<file path="src/ucs_pkg.sv">
// Purpose: Shared constants and types for the USB device control and status block.
// Assumes: One 200 MHz clock, register port of eight data bits.
// Notes:   Both ends and the bench use these names.
package ucs_pkg;
	// ------------------------------------------------------------
	// Device register offsets and fields
	// ------------------------------------------------------------
	localparam logic [7:0] FLAGS_OFS   = 8'he8;
	localparam logic [7:0] IEN_OFS     = 8'he9;
	localparam logic [7:0] EP0CTL_OFS  = 8'hea;
	localparam logic [7:0] EP12CTL_OFS = 8'heb;
	localparam logic [7:0] ADDR_OFS    = 8'hee;
	localparam logic [7:0] RESET_VAL   = 8'h00;
	localparam int FN_EN_BIT     = 7;
	localparam int SUSPEND_BIT   = 7;
	localparam int RESERVED_BIT  = 6;
	localparam int RST_PROP_BIT  = 6;
	localparam int BUS_RESET_BIT = 5;
	localparam int EP0_TX_BIT    = 4;
	localparam int EP0_RX_BIT    = 3;
	localparam int EP12_TX_BIT   = 2;
	localparam int EOP_BIT       = 1;
	localparam int WAKEUP_BIT    = 0;
	localparam int TX_EN_BIT     = 5;
	localparam int RX_EN_BIT     = 4;
	localparam logic [7:0] ALL_ONES = 8'hff;
	// ------------------------------------------------------------
	// Link side codes
	// ------------------------------------------------------------
	localparam logic [3:0] EP0  = 4'h0;
	localparam logic [3:0] EP1  = 4'h1;
	localparam logic [3:0] EP2  = 4'h2;
	typedef enum logic [1:0] {PID_IN = 2'b00, PID_OUT = 2'b01, PID_SETUP = 2'b10} ucs_pid_t;
	typedef enum logic [1:0] {REPLY_NAK = 2'b01, REPLY_SEND = 2'b10, REPLY_TAKE = 2'b11} ucs_reply_t;
	// ------------------------------------------------------------
	// Controller registers and timing
	// ------------------------------------------------------------
	localparam logic [7:0] CTL_CFG_OFS  = 8'h00;
	localparam logic [7:0] CTL_CMD_OFS  = 8'h04;
	localparam logic [7:0] CTL_STAT_OFS = 8'h08;
	localparam int CMD_TX0_BIT  = 0;
	localparam int CMD_RX0_BIT  = 1;
	localparam int CMD_TX12_BIT = 2;
	localparam int CLK_MHZ = 200;
	localparam int SUSPEND_IDLE_MS = 3;
	localparam int SUSPEND_IDLE_CYCLES = SUSPEND_IDLE_MS * CLK_MHZ * 1000;
	localparam int IDLE_CNT_W = 20;
endpackage

</file>
<file path="src/ucs_reg_if.sv">
// Purpose: Register port joining the controller end to the device end.
// Assumes: Controller holds a request until it sees ack, then drops stb a cycle.
// Notes:   No clocking block; both ends run on clk_sys.
interface ucs_reg_if;
	logic       regStb;
	logic       regWe;
	logic [7:0] regAddr;
	logic [7:0] regWdata;
	logic [7:0] regRdata;
	logic       regAck;
	modport dev (input regStb, input regWe, input regAddr, input regWdata,
		output regRdata, output regAck);
	modport ctl (output regStb, output regWe, output regAddr, output regWdata,
		input regRdata, input regAck);
endinterface

</file>
<file path="src/ucs_device.sv">
// What this block does
// - Function enable clear ignores all host tokens.
// - Seven address bits match tokens, reset zero.
// - Enable bits gate their matching status flags.
// - Wakeup interrupt gated, counts only while suspended.
// - Bus reset with propagate enable resets system.
// - Valid bus reset state sets read-only flag.
// - Software suspends after three ms idle.
// - Writing suspend one stops USB clock.
// - Software clears suspend after wakeup flag sets.
// - Activity during suspend sets sticky wakeup flag.
// - Acked endpoint 0 transmit sets its flag.
// - Endpoint 0 transmit flag set NAKs IN.
// - Software clears transmit flag, sets transmit enable.
// - Acked endpoint 0 reception sets its flag.
// - Endpoint 0 receive flag set NAKs OUT.
// - Software clears receive flag after reading, re-enables.
// - Shared endpoint 1/2 flag set on ack.
// - Shared flag set NAKs IN until rearmed.
// - Valid end of packet sets sticky flag.
// - Endpoint 0 transmit enable clear NAKs IN.
//
// Purpose: Device end: address, enable and flag registers plus token replies.
// Assumes: Link events are one-cycle pulses synchronous to clk_sys.
// Notes:   Flags other than bus reset clear by writing zero; writing one leaves them, except suspend.
module ucs_device (
	input  wire logic             clk_sys,
	input  wire logic             rst,
	ucs_reg_if.dev                regPort,
	input  wire logic             busResetDet,
	input  wire logic             eopDet,
	input  wire logic             busActivity,
	input  wire logic             ep0TxAcked,
	input  wire logic             ep0RxAcked,
	input  wire logic             ep12TxAcked,
	input  wire logic             tokValid,
	input  wire ucs_pkg::ucs_pid_t tokPid,
	input  wire logic [6:0]       tokAddr,
	input  wire logic [3:0]       tokEp,
	output logic                  hsValid,
	output ucs_pkg::ucs_reply_t   hsCode,
	output logic                  usbClkRun,
	output logic                  intReset,
	output logic                  irq
);
	// ------------------------------------------------------------
	// State
	// ------------------------------------------------------------
	typedef struct packed {
		logic                fnEnable;
		logic [6:0]          devAddr;
		logic [7:0]          ien;
		logic [7:0]          flags;
		logic                ep0TxEn;
		logic                ep0RxEn;
		logic                ep12TxEn;
		logic [7:0]          rdData;
		logic                ack;
		logic                intReset;
		logic                irq;
		logic                hsValid;
		ucs_pkg::ucs_reply_t hsCode;
	} ucs_dev_state_t;

	ucs_dev_state_t state_reg;
	ucs_dev_state_t state_next;

	// IN and OUT replies share one form: NAK unless armed and flag clear.
	function automatic ucs_pkg::ucs_reply_t armedReply(input logic en, input logic flag,
		input ucs_pkg::ucs_reply_t go);
		armedReply = (!en || flag) ? ucs_pkg::REPLY_NAK : go;
	endfunction

	// ------------------------------------------------------------
	// Next state
	// ------------------------------------------------------------
	always_comb begin
		logic access;
		logic [7:0] w;
		access = regPort.regStb && !state_reg.ack;
		w = regPort.regWdata;
		state_next = state_reg;
		state_next.ack = access;
		state_next.hsValid = 1'b0;
		state_next.hsCode = ucs_pkg::REPLY_NAK;
		if (access && regPort.regWe) begin
			if (regPort.regAddr == ucs_pkg::ADDR_OFS) begin
				state_next.fnEnable = w[ucs_pkg::FN_EN_BIT];
				state_next.devAddr = w[6:0];
			end else if (regPort.regAddr == ucs_pkg::IEN_OFS) begin
				state_next.ien = w;
			end else if (regPort.regAddr == ucs_pkg::FLAGS_OFS) begin
				state_next.flags[ucs_pkg::SUSPEND_BIT] = w[ucs_pkg::SUSPEND_BIT];
				state_next.flags[ucs_pkg::EP0_TX_BIT] = state_reg.flags[ucs_pkg::EP0_TX_BIT]
					& w[ucs_pkg::EP0_TX_BIT];
				state_next.flags[ucs_pkg::EP0_RX_BIT] = state_reg.flags[ucs_pkg::EP0_RX_BIT]
					& w[ucs_pkg::EP0_RX_BIT];
				state_next.flags[ucs_pkg::EP12_TX_BIT] = state_reg.flags[ucs_pkg::EP12_TX_BIT]
					& w[ucs_pkg::EP12_TX_BIT];
				state_next.flags[ucs_pkg::EOP_BIT] = state_reg.flags[ucs_pkg::EOP_BIT]
					& w[ucs_pkg::EOP_BIT];
				state_next.flags[ucs_pkg::WAKEUP_BIT] = state_reg.flags[ucs_pkg::WAKEUP_BIT]
					& w[ucs_pkg::WAKEUP_BIT];
			end else if (regPort.regAddr == ucs_pkg::EP0CTL_OFS) begin
				state_next.ep0TxEn = w[ucs_pkg::TX_EN_BIT];
				state_next.ep0RxEn = w[ucs_pkg::RX_EN_BIT];
			end else if (regPort.regAddr == ucs_pkg::EP12CTL_OFS) begin
				state_next.ep12TxEn = w[ucs_pkg::TX_EN_BIT];
			end
		end
		if (access && !regPort.regWe) begin
			if (regPort.regAddr == ucs_pkg::ADDR_OFS) begin
				state_next.rdData = {state_reg.fnEnable, state_reg.devAddr};
			end else if (regPort.regAddr == ucs_pkg::IEN_OFS) begin
				state_next.rdData = state_reg.ien;
			end else if (regPort.regAddr == ucs_pkg::FLAGS_OFS) begin
				state_next.rdData = state_reg.flags;
			end else if (regPort.regAddr == ucs_pkg::EP0CTL_OFS) begin
				state_next.rdData = ucs_pkg::RESET_VAL;
				state_next.rdData[ucs_pkg::TX_EN_BIT] = state_reg.ep0TxEn;
				state_next.rdData[ucs_pkg::RX_EN_BIT] = state_reg.ep0RxEn;
			end else if (regPort.regAddr == ucs_pkg::EP12CTL_OFS) begin
				state_next.rdData = ucs_pkg::RESET_VAL;
				state_next.rdData[ucs_pkg::TX_EN_BIT] = state_reg.ep12TxEn;
			end else begin
				state_next.rdData = ucs_pkg::RESET_VAL;
			end
		end
		// Hardware sets come after the software writes so that a set wins.
		if (busResetDet) begin
			state_next.flags[ucs_pkg::BUS_RESET_BIT] = 1'b1;
		end
		if (ep0TxAcked) begin
			state_next.flags[ucs_pkg::EP0_TX_BIT] = 1'b1;
		end
		if (ep0RxAcked) begin
			state_next.flags[ucs_pkg::EP0_RX_BIT] = 1'b1;
		end
		if (ep12TxAcked) begin
			state_next.flags[ucs_pkg::EP12_TX_BIT] = 1'b1;
		end
		if (eopDet) begin
			state_next.flags[ucs_pkg::EOP_BIT] = 1'b1;
		end
		if (busActivity && state_reg.flags[ucs_pkg::SUSPEND_BIT]) begin
			state_next.flags[ucs_pkg::WAKEUP_BIT] = 1'b1;
		end
		state_next.flags[ucs_pkg::RESERVED_BIT] = 1'b0;
		state_next.intReset = busResetDet && state_reg.ien[ucs_pkg::RST_PROP_BIT];
		// Bit 6 of the flags is reserved zero, so the reset-propagate enable never gates.
		state_next.irq = |(state_next.flags & state_next.ien
			& {7'h7f, state_next.flags[ucs_pkg::SUSPEND_BIT]});
		// Tokens for another address, or any token while disabled, get no reply.
		if (tokValid && state_reg.fnEnable && tokAddr == state_reg.devAddr) begin
			case (tokPid)
				ucs_pkg::PID_IN: begin
					if (tokEp == ucs_pkg::EP0) begin
						state_next.hsValid = 1'b1;
						state_next.hsCode = armedReply(state_reg.ep0TxEn,
							state_reg.flags[ucs_pkg::EP0_TX_BIT], ucs_pkg::REPLY_SEND);
					end else if (tokEp == ucs_pkg::EP1 || tokEp == ucs_pkg::EP2) begin
						state_next.hsValid = 1'b1;
						state_next.hsCode = armedReply(state_reg.ep12TxEn,
							state_reg.flags[ucs_pkg::EP12_TX_BIT], ucs_pkg::REPLY_SEND);
					end
				end
				ucs_pkg::PID_OUT: begin
					if (tokEp == ucs_pkg::EP0) begin
						state_next.hsValid = 1'b1;
						state_next.hsCode = armedReply(state_reg.ep0RxEn,
							state_reg.flags[ucs_pkg::EP0_RX_BIT], ucs_pkg::REPLY_TAKE);
					end
				end
				ucs_pkg::PID_SETUP: begin
					if (tokEp == ucs_pkg::EP0) begin
						state_next.hsValid = 1'b1;
						state_next.hsCode = ucs_pkg::REPLY_TAKE;
					end
				end
				default: begin
					state_next.hsValid = 1'b0;
				end
			endcase
		end
	end

	// ------------------------------------------------------------
	// Registers
	// ------------------------------------------------------------
	always_ff @(posedge clk_sys or posedge rst) begin
		if (rst) begin
			state_reg <= '0;
		end else begin
			state_reg <= state_next;
		end
	end

	assign regPort.regRdata = state_reg.rdData;
	assign regPort.regAck   = state_reg.ack;
	assign hsValid          = state_reg.hsValid;
	assign hsCode           = state_reg.hsCode;
	assign usbClkRun        = !state_reg.flags[ucs_pkg::SUSPEND_BIT];
	assign intReset         = state_reg.intReset;
	assign irq              = state_reg.irq;
endmodule // ucs_device

</file>
<file path="src/flat_wrapper.sv">
// flat-port wrapper written by rule: the top's interface ports become plain ports
module ucs_device_flat 
  (clk_sys, rst, busResetDet, eopDet, busActivity, ep0TxAcked, ep0RxAcked, ep12TxAcked, tokValid, tokPid, tokAddr, tokEp, hsValid, hsCode, usbClkRun, intReset, irq, regPort_regStb, regPort_regWe, regPort_regAddr, regPort_regWdata, regPort_regRdata, regPort_regAck);
  ucs_reg_if regPort_i ();
  input  wire logic clk_sys;
  input  wire logic rst;
  input  wire logic busResetDet;
  input  wire logic eopDet;
  input  wire logic busActivity;
  input  wire logic ep0TxAcked;
  input  wire logic ep0RxAcked;
  input  wire logic ep12TxAcked;
  input  wire logic tokValid;
  input  wire ucs_pkg::ucs_pid_t tokPid;
  input  wire logic [6:0] tokAddr;
  input  wire logic [3:0] tokEp;
  output logic hsValid;
  output ucs_pkg::ucs_reply_t hsCode;
  output logic usbClkRun;
  output logic intReset;
  output logic irq;
  input wire logic [$bits(regPort_i.regStb)-1:0] regPort_regStb;
  input wire logic [$bits(regPort_i.regWe)-1:0] regPort_regWe;
  input wire logic [$bits(regPort_i.regAddr)-1:0] regPort_regAddr;
  input wire logic [$bits(regPort_i.regWdata)-1:0] regPort_regWdata;
  output wire logic [$bits(regPort_i.regRdata)-1:0] regPort_regRdata;
  output wire logic [$bits(regPort_i.regAck)-1:0] regPort_regAck;
  assign regPort_i.regStb = regPort_regStb;
  assign regPort_i.regWe = regPort_regWe;
  assign regPort_i.regAddr = regPort_regAddr;
  assign regPort_i.regWdata = regPort_regWdata;
  assign regPort_regRdata = regPort_i.regRdata;
  assign regPort_regAck = regPort_i.regAck;
  ucs_device u_core (.clk_sys(clk_sys), .rst(rst), .regPort(regPort_i), .busResetDet(busResetDet), .eopDet(eopDet), .busActivity(busActivity), .ep0TxAcked(ep0TxAcked), .ep0RxAcked(ep0RxAcked), .ep12TxAcked(ep12TxAcked), .tokValid(tokValid), .tokPid(tokPid), .tokAddr(tokAddr), .tokEp(tokEp), .hsValid(hsValid), .hsCode(hsCode), .usbClkRun(usbClkRun), .intReset(intReset), .irq(irq));
endmodule
</file>
<file path="config.mk">
export PLATFORM = sky130hd
export DESIGN_NAME = ucs_device_flat
export DESIGN_NICKNAME = d
export VERILOG_FILES = /design/src/ucs_pkg.sv /design/src/ucs_reg_if.sv /design/src/ucs_device.sv /design/src/flat_wrapper.sv
export SDC_FILE = /design/constraint.sdc
export NUM_CORES = 1
export LEC_CHECK = 0
export ABC_AREA = 1
export BUFFER_PORTS_ARGS = -buffer_cell sky130_fd_sc_hd__buf_4
export CAP_MARGIN = 25
export CORE_MARGIN = 2
export CORE_UTILIZATION = 43
export DETAILED_ROUTE_END_ITERATION = 8
export PLACE_DENSITY = 0.67
export SLEW_MARGIN = 20
export SYNTH_ARGS = -nofsm -noshare
export SYNTH_HDL_FRONTEND = slang
export SYNTH_SLANG_ARGS = --single-unit
</file>
<file path="constraint.sdc">
create_clock -name clk_sys -period 1.7 [get_ports clk_sys]
set_input_delay 0.34 -clock clk_sys [delete_from_list [all_inputs] [get_ports clk_sys]]
set_output_delay 0.34 -clock clk_sys [all_outputs]
set_load 0.1 [all_outputs]
</file>
==> results of run 1 <==
-- worst min path at each step --
stage / from / end / cells after the start
2_1_floorplan: u_core.state_reg[31] / u_core.intReset / 2
3_3_place_gp: u_core.state_reg[31] / u_core.intReset / 2
3_5_place_dp: u_core.state_reg[31] / u_core.intReset / 2
4_1_cts: rst / u_core.regPort.regRdata[1] / 3
5_1_grt: rst / u_core.regPort.regRdata[0] / 3
6_report: rst / u_core.regPort.regRdata[0] / 3
-- through the flow --
step	setup WS (ps)	std cells	power [uW]	hold slack (ps)
2_1_floorplan	31.2	273	1270	431
3_3_place_gp	133	385	1390	457
3_5_place_dp	75.3	385	1400	460
4_1_cts	147	393	2250	181
5_1_grt	3.27	393	2320	204
6_report	162	393	2220	168
-- cell usage after synthesis (3+ instances only) --
cell type	number
inv_1	46
nor2_2	3
dfrtp_1	40
o221ai_1	4
nand2_2	5
ha_1	4
or2_2	5
buf_4	10
nand2_1	79
nand4_1	4
o21ai_1	5
a21oi_1	5
o21a_1	4
nor2_1	8
o21ai_0	24
nand3_1	6
-- timing repair --
action | in CTS | in global routing
endpoints found under the hold margin | 0 | 0
resized for setup | 0 | 1
hold buffers | 0 | 0
endpoints found under the setup margin | 0 | 1
-- worst max-delay path, stage by stage (launching register included) --
cell and delay [ps]:
dfrtp_2 400, inv_1 60, nand2_2 100, nor2_8 160
nand3_1 170, o21ai_0 230, nand2_1 90, nand2_1 60
nand2_1 40, inv_1 40, nand3_1 60
-- metal layers --
metal | global-route usage | wire (um) | vias to the layer above
met2 | 0.307 | 2380 | 65
met4 | 0.0702 | 75 | 0
met3 | 0.0331 | 244 | 7
li1 | - | - | 959
met1 | 0.288 | 2410 | 840
met5 | 0 | 0 | -
-- cells by family (layout without fill, tap and decap cells) --
kind of cell | after synthesis | after routing
buffers and inverters | 60 | 113
AND/OR/NAND/NOR | 120 | 120
XOR/XNOR | 1 | 1
adder cells (fa/ha/maj) | 4 | 4
AO/OA/AOI/OAI | 48 | 48
flip-flops | 40 | 40
-- cell type report --
| cell class | count | area [um2] |
|---|---|---|
| flip-flops and latches | 40 | 1000 |
| clock inverters | 1 | 30.0 |
| fillers | 507 | 2080 |
| repair buffers | 57 | 428 |
| inverters | 48 | 180 |
| multi-input cells | 173 | 913 |
| well taps | 67 | 83.8 |
| clock buffers | 7 | 96.3 |
-- power groups by stage --
stage | Sequential (uW) | Clock (uW) | Combinational (uW)
detailed placement | 1020 | 0 | 377
global route | 1010 | 909 | 407
floorplan | 1040 | 0 | 236
global placement | 1020 | 0 | 373
CTS | 1000 | 867 | 378
finish | 1000 | 846 | 375
-- placed cells by master (no fill, tap or decap) --
cell type,Yosys,routed
inv_2,1,1
bufinv_16,0,1
nand2_2,5,5
buf_4,10,57
nor3b_1,1,1
o21a_1,4,4
o221ai_1,4,4
xnor2_1,1,1
o22a_1,1,1
or2_2,5,5
inv_1,46,46
nand3_4,1,1
nor2_4,1,1
nor2_8,2,2
nor3_1,2,2
and3_1,1,1
o2111ai_1,2,2
o211ai_1,2,2
nor2_1,8,8
o21ai_1,5,6
ha_1,4,4
clkbuf_8,0,7
dfrtp_2,0,1
nand3_1,6,6
nor2_2,3,3
nand2_1,79,79
o21ai_2,1,1
clkinv_1,1,1
o21ai_0,24,23
dfrtp_1,40,39
nand3b_1,1,1
and2_1,1,1
nand4_1,4,4
a21oi_1,5,5
==> summary.md, run 1 <==
| Metric | Value |
|---|---|
| Total setup buffers inserted after CTS | 0 |
| Compound-gate portion of the synthesized area | 0.131 |
| Core area | 0.00482 mm2 |
| ANT cells | 0 |
| 1st-pass router iterations | 4 |
| Total track usage | 0.200 |
| Async SR Flop Fraction | 1.00 |
| Cell taking the most area after synthesis | dfrtp_1 |
| Synth unique cells | 33 |
| Synth warnings | 0 |
| Inserted Clock Buffers | 5 |
| Final hold vios | 0 |
| Area after DPL | 0.00261 mm2 |
| Worst-path clk slew | ~80 ps |
| Vias | 1,871 |
| CTS tree | done |
| ANT nets after route | 0 |
| Synth Net Count | 317 |
| Setup tns final | 0 ps |
| Clock power frac | 0.381 |
| Max reg flops | 26 |
| Drt wl/cell | 13.0 um |
| Post-Synth Simple-Gate Area | 0.260 |
| Initial Utilization | 0.454 |
| RD Place Congestion | 0.811 |
| Worst-Margin Slew | 508 ps |
| Worst Setup End Kind | register |
| Crit path to | u_core.irq |
| Via density | 4.76 |
| Post-route cell area | 0.00273 mm2 |
| DRC viols | 0 |
| Syn Std Cell Area | 0.00219 mm2 |
| Comb power frac | 0.169 |
| # setup viols final | 0 |
| Final #Nets | 369 |
| Die area | 0.00567 mm2 |
| Total wire length | 5110 um |
| Startpoint types | register |
| Cells after synthesis | 273 |
| Row count | 25 |
| Critical Path Source | u_core.regPort.regAck |
| Critical path arrival | 1720 ps |
| Critical path type | register to register |
| Synthesis-to-finish area growth | 25.1% |
| Number of I/O port buffers | 54 |
| Max IR drop VDD | 0.412 mV |
| Max FO, Critical Path | 8 |
| Minimum clock period | roughly 1500 ps |
| Flop pwr share | 0.451 |
| # Max-Cap Violations | 0 |
| Tcrit/Tclk final | 0.904 |
| Reg-to-reg critical path startpoint | u_core.regPort.regAck |
| Headroom to the max-slew limit | 0.661 |
| Sw power | 594 uW |
| Util after Layout | 0.568 |
| CTS Sinks | 40 |
| Largest net degree at the start of global routing | 41 |
| Sequential share of the synthesized area | 0.458 |
| Synth Register Bits | 40 |
| Worst-skew pair later-pin latency | 290 ps |
| Fmax | 0.650 GHz |
| Die Wd | 75.3 um |
| Worst Clk Skew | 6.10 ps |
| Status | complete, no violations |
| Post-synthesis mux area share | 0 |
| Average cell area after synthesis | between 8 and 9 um2 |
| CTS max path bufs | 2 |
| Share of layout cells above drive strength 1 | 0.261 |
| Post-Synth XOR/XNOR Area | 0.00401 |
| Cell count of the worst reg-to-reg path | 10 |
| Die height | approximately 75 um |
| Proportion of netlist area held by the largest area contributor | 0.458 |
| Drt initial violations | 119 |
| Adder-cell area share of the yosys netlist | 0.0229 |
| Leakage | between 0.001 and 0.0015 uW |
| Global-route wire length before repair | ~8300 um |
| Grt total ovfl | 0 |
| Top-level port count | 55 |
| Internal power | 1630 uW |
| Hold Path Class | input port to asynchronous set/reset pin |
| RR Endpoint | u_core.irq |
| Number of global-route vias before repair | around 1,800 |
| Critical Path RT | 1880 ps |
| P per Cell Area | 813 mW/mm2 |
| Most used DFF post-synth | dfrtp_1 |
| R2R setup slack | roughly 160 ps |
| Max-slew violations | 0 |
| Switching share of power | 0.267 |
| Largest family of logic cells by synthesized area | simple AND/OR/NAND/NOR gates |
| Root Buffer | clkbuf_8 |
| Htree depth | 2 |
| Initial antenna violation count | 0 |
| Post-synth EDFFs | 0 |
| RSZ-0062 raised after global routing | no |
| HPWL after DPL | 4060 um |
| Leading post-synthesis cells by cell area | dfrtp_1 (46%), nand2_1 (14%), inv_1 (7.9%) |
(Power assumes the default switching activity.)
==> inputs of run 2 (changes only) <==
==> constraint.sdc (replaced) <==
create_clock -name clk_sys -period 1.5 [get_ports clk_sys]
set_input_delay 0.075 -clock clk_sys [delete_from_list [all_inputs] [get_ports clk_sys]]
set_output_delay 0.075 -clock clk_sys [all_outputs]
set_load 0.1 [all_outputs]
==> run 2 against run 1 <==
  * Die area is the same
  * First-iteration DRC count shrank 0.84%
  * Non-clock buffer count increased by 13
  * Critical endpoint unchanged
  * Clock skew increased by 1.6 ps
  * Fmax up 4.9%
  * Utilization is 3.4 points higher
  * Global-route usage shrank 0.46 points
  * Worst hold slack worse by 150 ps
  * Sequential share of layout area decreased by 2.0 points
  * Worst setup slack got worse by 130 ps
==> summary.md, run 2 (synthesis gave the netlist of run 1 again) <==
| Metric | Value |
|---|---|
| Worst-Margin Slew | 355 ps |
| Worst hold path cell count | 3 |
| Minimum clock period | between 1000 and 1500 ps |
| ANT cells | 0 |
| Worst Hold Path EP | u_core.state_reg[33] |
| Worst-path clk slew | 80 ps |
| Critical path's top delay family | simple AND/OR/NAND/NOR gates |
| Flop pwr share | 0.490 |
| P per Cell Area | 802 mW/mm2 |
| Grt total ovfl | 0 |
| Vias | around 1,900 |
| Reg-to-reg critical path startpoint | u_core.regPort.regAck |
| CP peak stage delay | roughly 490 ps |
| Commonest non-fill, non-tap cell in the layout | nand2_1 |
| Die area | 0.00567 mm2 |
| DR top layer | met4 |
| Sw power | 665 uW |
| Comb power frac | 0.198 |
| Final cell count without fillers | 407 |
| Number of global-route vias before repair | around 1,800 |
| Crit path max-delay cell type | dfrtp_4 |
| Leakage | 0.00149 uW |
| Hold Slack | 13.9 ps |
| Internal power | between 1500 and 2000 uW |
| R2R setup slack | around 34 ps |
| Critical path arrival | approximately 1600 ps |
| RR Endpoint | u_core.irq |
| Critical path buffers and inverters | 1 |
| # setup viols final | 0 |
| Status | complete, no violations |
| Max FO, Critical Path | 7 |
| RD Place Congestion | 0.887 |
| Final hold vios | 0 |
| Drt initial violations | between 100 and 150 |
| Headroom to the max-slew limit | 0.762 |
| Largest net degree at the start of global routing | ~40 |
| # Max-Cap Violations | 0 |
| Placed instance count | 388 |
| Met1 Wirelength | 2280 um |
| DRC viols | 0 |
| Synthesis-to-finish area growth | 32.6% |
| Worst Setup End Kind | register |
| Core area | slightly below 0.005 mm2 |
| Initial antenna violation count | 0 |
| Max-slew violations | 0 |
| Tcrit/Tclk final | 0.977 |
| Worst-skew pair later-pin latency | roughly 290 ps |
| Die Wd | 75.3 um |
| Met2 WL post-DR | 2430 um |
| Total track usage | 0.196 |
| Share of layout cells above drive strength 1 | 0.297 |
| Fmax | 0.682 GHz |
| HPWL after DPL | roughly 3900 um |
| CTS Sinks | 40 |
| Critical Path RT | 1670 ps |
| Most used cell, CP | nand2_1 |
| Hold Path Class | input port to register |
| CTS tree | done |
| Initial Utilization | 0.454 |
| Row count | 25 |
| Critical path type | register to register |
| Die height | 75.3 um |
| Root Buffer | clkbuf_8 |
| Total wire length | 5100 um |
| Worst Clk Skew | 7.74 ps |
| CTS max path bufs | 2 |
| ANT nets after route | 0 |
| Max reg flops | 26 |
| Top-level port count | 55 |
| Most frequent cells in the layout | nand2_1 (78), buf_4 (58), inv_1 (44) |
| RSZ-0062 raised after global routing | yes |
| Global-route wire length before repair | 8270 um |
| Via density | 4.78 |
| Startpoint types | register |
| Cell count of the worst reg-to-reg path | 10 |
| Htree depth | 2 |
| Final #Nets | about 380 |
| Inserted Clock Buffers | 5 |
| Drt wl/cell | approximately 13 um |
| Switching share of power | 0.286 |
| Max IR drop VDD | 0.518 mV |
| Util after Layout | 0.602 |
| Critical-path cell list | inv_4 > nand2_4 > nor2_8 > nand3_4 > nand2_1 > o21ai_2 > nand2_1 > nand2_1 > nor2_1 > nand3_1 |
| DR WL met3 | 340 um |
| Number of I/O port buffers | 54 |
| Clock power frac | 0.313 |
| Min-delay src | regPort_regWdata[0] |
| 1st-pass router iterations | 5 |
-- run 2: cell count changes in the layout (fill, tap and decap cells not counted), moves of 3 or more --
cell,change
buf_6,+5
dlygate4sd3_1,+4
o21ai_0,-4
o21ai_2,+3
-- run 2: power groups by stage --
| stage | Clock [uW] | Sequential, uW | Combinational [uW] |
|---|---|---|---|
| 2_1_floorplan | 0 | 1180 | 269 |
| 3_3_place_gp | 0 | 1160 | 436 |
| 3_5_place_dp | 0 | 1160 | 440 |
| 4_1_cts | 748 | 1140 | 451 |
| 5_1_grt | 783 | 1140 | 500 |
| 6_report | 727 | 1140 | 460 |
-- run 2: worst max path at each step --
| stage | start | endpoint | slack, ps | cells past startpoint |
|---|---|---|---|---|
| 3_5_place_dp | u_core.regPort.regAck | u_core.irq | -10 | 10 |
| 4_1_cts | u_core.regPort.regAck | u_core.irq | 10 | 8 |
| 2_1_floorplan | u_core.regPort.regAck | u_core.irq | -140 | 9 |
| 6_report | u_core.regPort.regAck | u_core.irq | 30 | 10 |
| 5_1_grt | u_core.regPort.regAck | u_core.irq | -140 | 11 |
| 3_3_place_gp | u_core.regPort.regAck | u_core.irq | 30 | 10 |
-- run 2: timing repair --
action	4_1_cts	5_1_grt
hold endpoints to repair	43	0
gates resized for setup	2	16
gates cloned	1	1
hold buffers	4	0
setup endpoints to repair	2	11
pin swaps	1	7
setup buffers	2	3
-- run 2: routing by layer --
layer  GRT usage  up-vias
met5           0        -
met4      0.0409        0
met3      0.0384        6
met2       0.321       80
met1       0.272      867
li1            -      991
-- run 2: final cells by class --
| type | count | area [um2] |
|---|---|---|
| Sequential cell | 40 | 1000 |
| Timing Repair Buffer | 70 | 577 |
| Clock buffer | 8 | 90.1 |
| Fill cell | 465 | 1920 |
| Multi-Input combinational cell | 174 | 952 |
| Inverter | 48 | 190 |
| Tap cell | 67 | 83.8 |
-- run 2: worst reg2reg max path, stage by stage (launching register included) --
cell	delay (ps)
dfrtp_4	490
inv_4	60
nand2_4	60
nor2_8	150
nand3_4	150
nand2_1	110
o21ai_2	60
nand2_1	60
nand2_1	50
nor2_1	100
nand3_1	70
-- run 2: per-stage QoR --
stage	instance area [um2]	setup TNS (ps)	setup WS, ps	power, uW
after floorplan	2200	-140	-140	1450
after global placement	2650	0	28.0	1590
after detailed placement	2650	-13.2	-13.2	1600
after CTS	2820	0	9.86	2340
after global routing	2900	-267	-142	2420
final	2900	0	34.3	2330
==> inputs of run 3 (changes only) <==
--- a/config.mk
+++ b/config.mk
@@ -5,11 +5,11 @@
 export SDC_FILE = /design/constraint.sdc
 export NUM_CORES = 1
 export LEC_CHECK = 0
-export ABC_AREA = 1
 export BUFFER_PORTS_ARGS = -buffer_cell sky130_fd_sc_hd__buf_4
 export CAP_MARGIN = 25
-export CORE_MARGIN = 2
+export CORE_MARGIN = 10
 export CORE_UTILIZATION = 43
+export CTS_BUF_LIST = sky130_fd_sc_hd__clkbuf_8 sky130_fd_sc_hd__clkbuf_16
 export DETAILED_ROUTE_END_ITERATION = 8
 export PLACE_DENSITY = 0.67
 export SLEW_MARGIN = 20
==> run 3 against run 2 <==
  * The flow now finishes with violations (setup timing)
  * Highest routed layer unchanged
  * Worst hold slack got worse by 4.7 ps
  * Critical path type unchanged
  * Global-route usage decreased by 5.8 points
  * Die area up 43%
  * Final cell count decreased by 12%
  * Critical path depth down 2
  * Clock skew shrank 4.1 ps
  * Routed wire length up 11%
  * Clock power is 10% lower
  * Fmax is 27% lower
  * Sequential cell count is the same
  * First-iteration DRC count is 11% higher
  * Utilization increased by 4.7 points
==> summary.md, run 3 <==
| Metric | Value |
|---|---|
| Commonest non-fill, non-tap cell in the layout | buf_4 |
| Worst-Margin Slew | 387 ps |
| Register area | 0.00100 mm2 |
| Synth Register Bits | 40 |
| Final hold vios | 0 |
| Tcrit/Tclk final | 1.33 |
| Drt initial violations | 131 |
| Synth Net Count | 244 |
| Final #Nets | 336 |
| Max-slew violations | 0 |
| # Max-Cap Violations | 0 |
| Leakage | 0.00153 uW |
| Critical path arrival | 2150 ps |
| Initial Utilization | 0.445 |
| Post-route cell area | 0.00306 mm2 |
| Number of global-route vias before repair | between 1,500 and 2,000 |
| Async SR Flop Fraction | 1.00 |
| Max FO, Critical Path | 5 |
| Cell taking the most area after synthesis | dfrtp_1 |
| Number of I/O port buffers | 54 |
| Syn Std Cell Area | approximately 0.0021 mm2 |
| Max IR drop VDD | just under 0.6 mV |
| RD Place Congestion | roughly 0.84 |
| Worst Setup End Kind | register |
| Root Buffer | clkbuf_8 |
| ANT nets after route | 0 |
| HPWL after DPL | around 4500 um |
| Inserted Clock Buffers | 5 |
| RSZ-0062 raised after global routing | yes |
| Worst Clk Skew | 3.65 ps |
| Post-synth EDFFs | 0 |
| Vias | around 1,800 |
| Headroom to the max-slew limit | 0.740 |
| Average cell area after synthesis | 10.5 um2 |
| Grt total ovfl | 0 |
| Sequential share of the synthesized area | 0.476 |
| Failing checks | setup timing |
| Largest net degree at the start of global routing | 26 |
| Die area | slightly above 0.008 mm2 |
| Most common cell in the netlist | dfrtp_1 |
| Multi-input gate area | 0.00109 mm2 |
| Util after Layout | 0.648 |
| Met3 Use GR | 0.0416 |
| Hold Path Class | input port to register |
| ANT cells | 0 |
| Synth unique cells | 44 |
| Synthesis-to-finish area growth | 45.7% |
| CTS tree | done |
| 1st-pass router iterations | 4 |
| Met1 Use GR | 0.169 |
| Worst-skew pair later-pin latency | 290 ps |
| Global-route wire length before repair | 9150 um |
| Most used DFF post-synth | dfrtp_1 |
| Top-level port count | 55 |
| Final worst slack | -497 ps |
| Die Wd | 89.9 um |
| Startpoint types | register |
| Max reg flops | 26 |
| Leading post-synthesis cells by cell area | dfrtp_1 (48%), mux2_2 (10%), buf_4 (3.6%) |
| Fill count | 380 |
| Synth warnings | 0 |
| Minimum clock period | roughly 2000 ps |
| Die height | 89.9 um |
| Critical Path RT | 1650 ps |
| Most frequent cells in the layout | buf_4 (93), dfrtp_1 (39), nor2_1 (18) |
| Total wire length | 5670 um |
| Top post-synthesis cells by count | dfrtp_1 (40), nor2_1 (20), mux2_2 (19) |
| Proportion of netlist area held by the largest area contributor | 0.476 |
| P per Cell Area | 695 mW/mm2 |
| Met2 usage | 0.229 |
| Worst-path clk slew | approximately 70 ps |
| Core area | 0.00472 mm2 |
| Fmax | 0.501 GHz |
| # setup viols final | 21 |
| Share of layout cells above drive strength 1 | 0.497 |
| Total track usage | 0.137 |
| Cells after synthesis | 200 |
| Area after DPL | 0.00277 mm2 |
| Drt wl/cell | 15.8 um |
| Status | complete, but fails checks |
| Htree depth | 2 |
| Initial antenna violation count | 0 |
| CTS max path bufs | 2 |
| Row count | 25 |
| CTS Sinks | 40 |
| DRC viols | 0 |
| GRT busiest layer | met2 |
| Critical path type | register to register |
| Via density | 4.95 |
## run 3: cell types whose count changed after synthesis, sizes merged, moves of 5 or more
cell,delta
a21oi,+5
nand2,-69
mux2,+19
a22oi,+7
nor2,+6
o21ai,-21
xnor2,+6
inv,-36
nand3,-6
## run 3: stage by stage
stage | hold slack (ps) | TNS (ps) | setup WS [ps] | std cells | power (uW)
2_1_floorplan | 197 | -4530 | -726 | 200 | 1300
3_3_place_gp | 130 | -4330 | -483 | 343 | 1470
3_5_place_dp | 125 | -4490 | -519 | 343 | 1480
4_1_cts | 4.71 | -2900 | -510 | 355 | 2140
5_1_grt | 9.79 | -4610 | -608 | 359 | 2230
6_report | 9.11 | -3000 | -497 | 359 | 2130
## run 3: critical path, stage by stage, from the launching register on
cell and delay, ps:
dfrtp_4 470, nand3b_1 220, nor4_4 150, buf_4 190
buf_4 120, buf_6 100, mux2_4 300, a22oi_1 200
o211ai_2 110
## run 3: area by class of cell
| type | instances | area share |
|---|---|---|
| multi-input cells | 135 | 0.356 |
| flip-flops and latches | 40 | 0.328 |
| repair buffers | 99 | 0.250 |
| well taps | 67 | 0.0274 |
| clock buffers | 5 | 0.0225 |
| inverters | 11 | 0.0135 |
| clock inverters | 2 | 0.00286 |
## run 3: final timing paths
path | depth (start not counted) | slack, ps | start | endpoint
max | 8 | -500 | u_core.regPort.regAck | u_core.irq
min | 2 | 9 | busResetDet | u_core.state_reg[22]
max reg2reg | 8 | -500 | u_core.regPort.regAck | u_core.irq
min reg2reg | 2 | 480 | u_core.regPort.regRdata[7] | u_core.regPort.regRdata[7]
max in group asynchronous | 4 | 820 | rst | u_core.regPort.regAck
min in group asynchronous | 4 | 370 | rst | u_core.regPort.regRdata[7]
## run 3: logic make-up after synthesis
| family | after synthesis | share of synthesized area |
|---|---|---|
| flip-flops | 40 | 0.476 |
| adder cells (fa/ha/maj) | 4 | 0.0238 |
| buffers and inverters | 25 | 0.0661 |
| AND/OR/NAND/NOR | 63 | 0.160 |
| XOR/XNOR | 7 | 0.0292 |
| AO/OA/AOI/OAI | 39 | 0.121 |
| multiplexers | 22 | 0.124 |
## run 3: report_power, final
| group | leakage, uW | internal [uW] | switching [uW] |
|---|---|---|---|
| clock network | 0.0000452 | 309 | 342 |
| logic | 0.000968 | 171 | 200 |
| registers | 0.000513 | 1100 | 11.0 |
## run 3: routing by layer
layer / share of wire / up-vias
li1: - / 882
met1: 0.45 / 838
met2: 0.49 / 52
met3: 0.062 / 4
met4: 0.0037 / 0
met5: 0 / -
## run 3: timing repair
item,in CTS,in global routing
endpoints found under the hold margin,40,0
setup endpoints to repair,23,29
cloned,0,0
buffers inserted,6,5
pin swaps,10,5
gates resized for setup,20,14
hold buffers,1,0
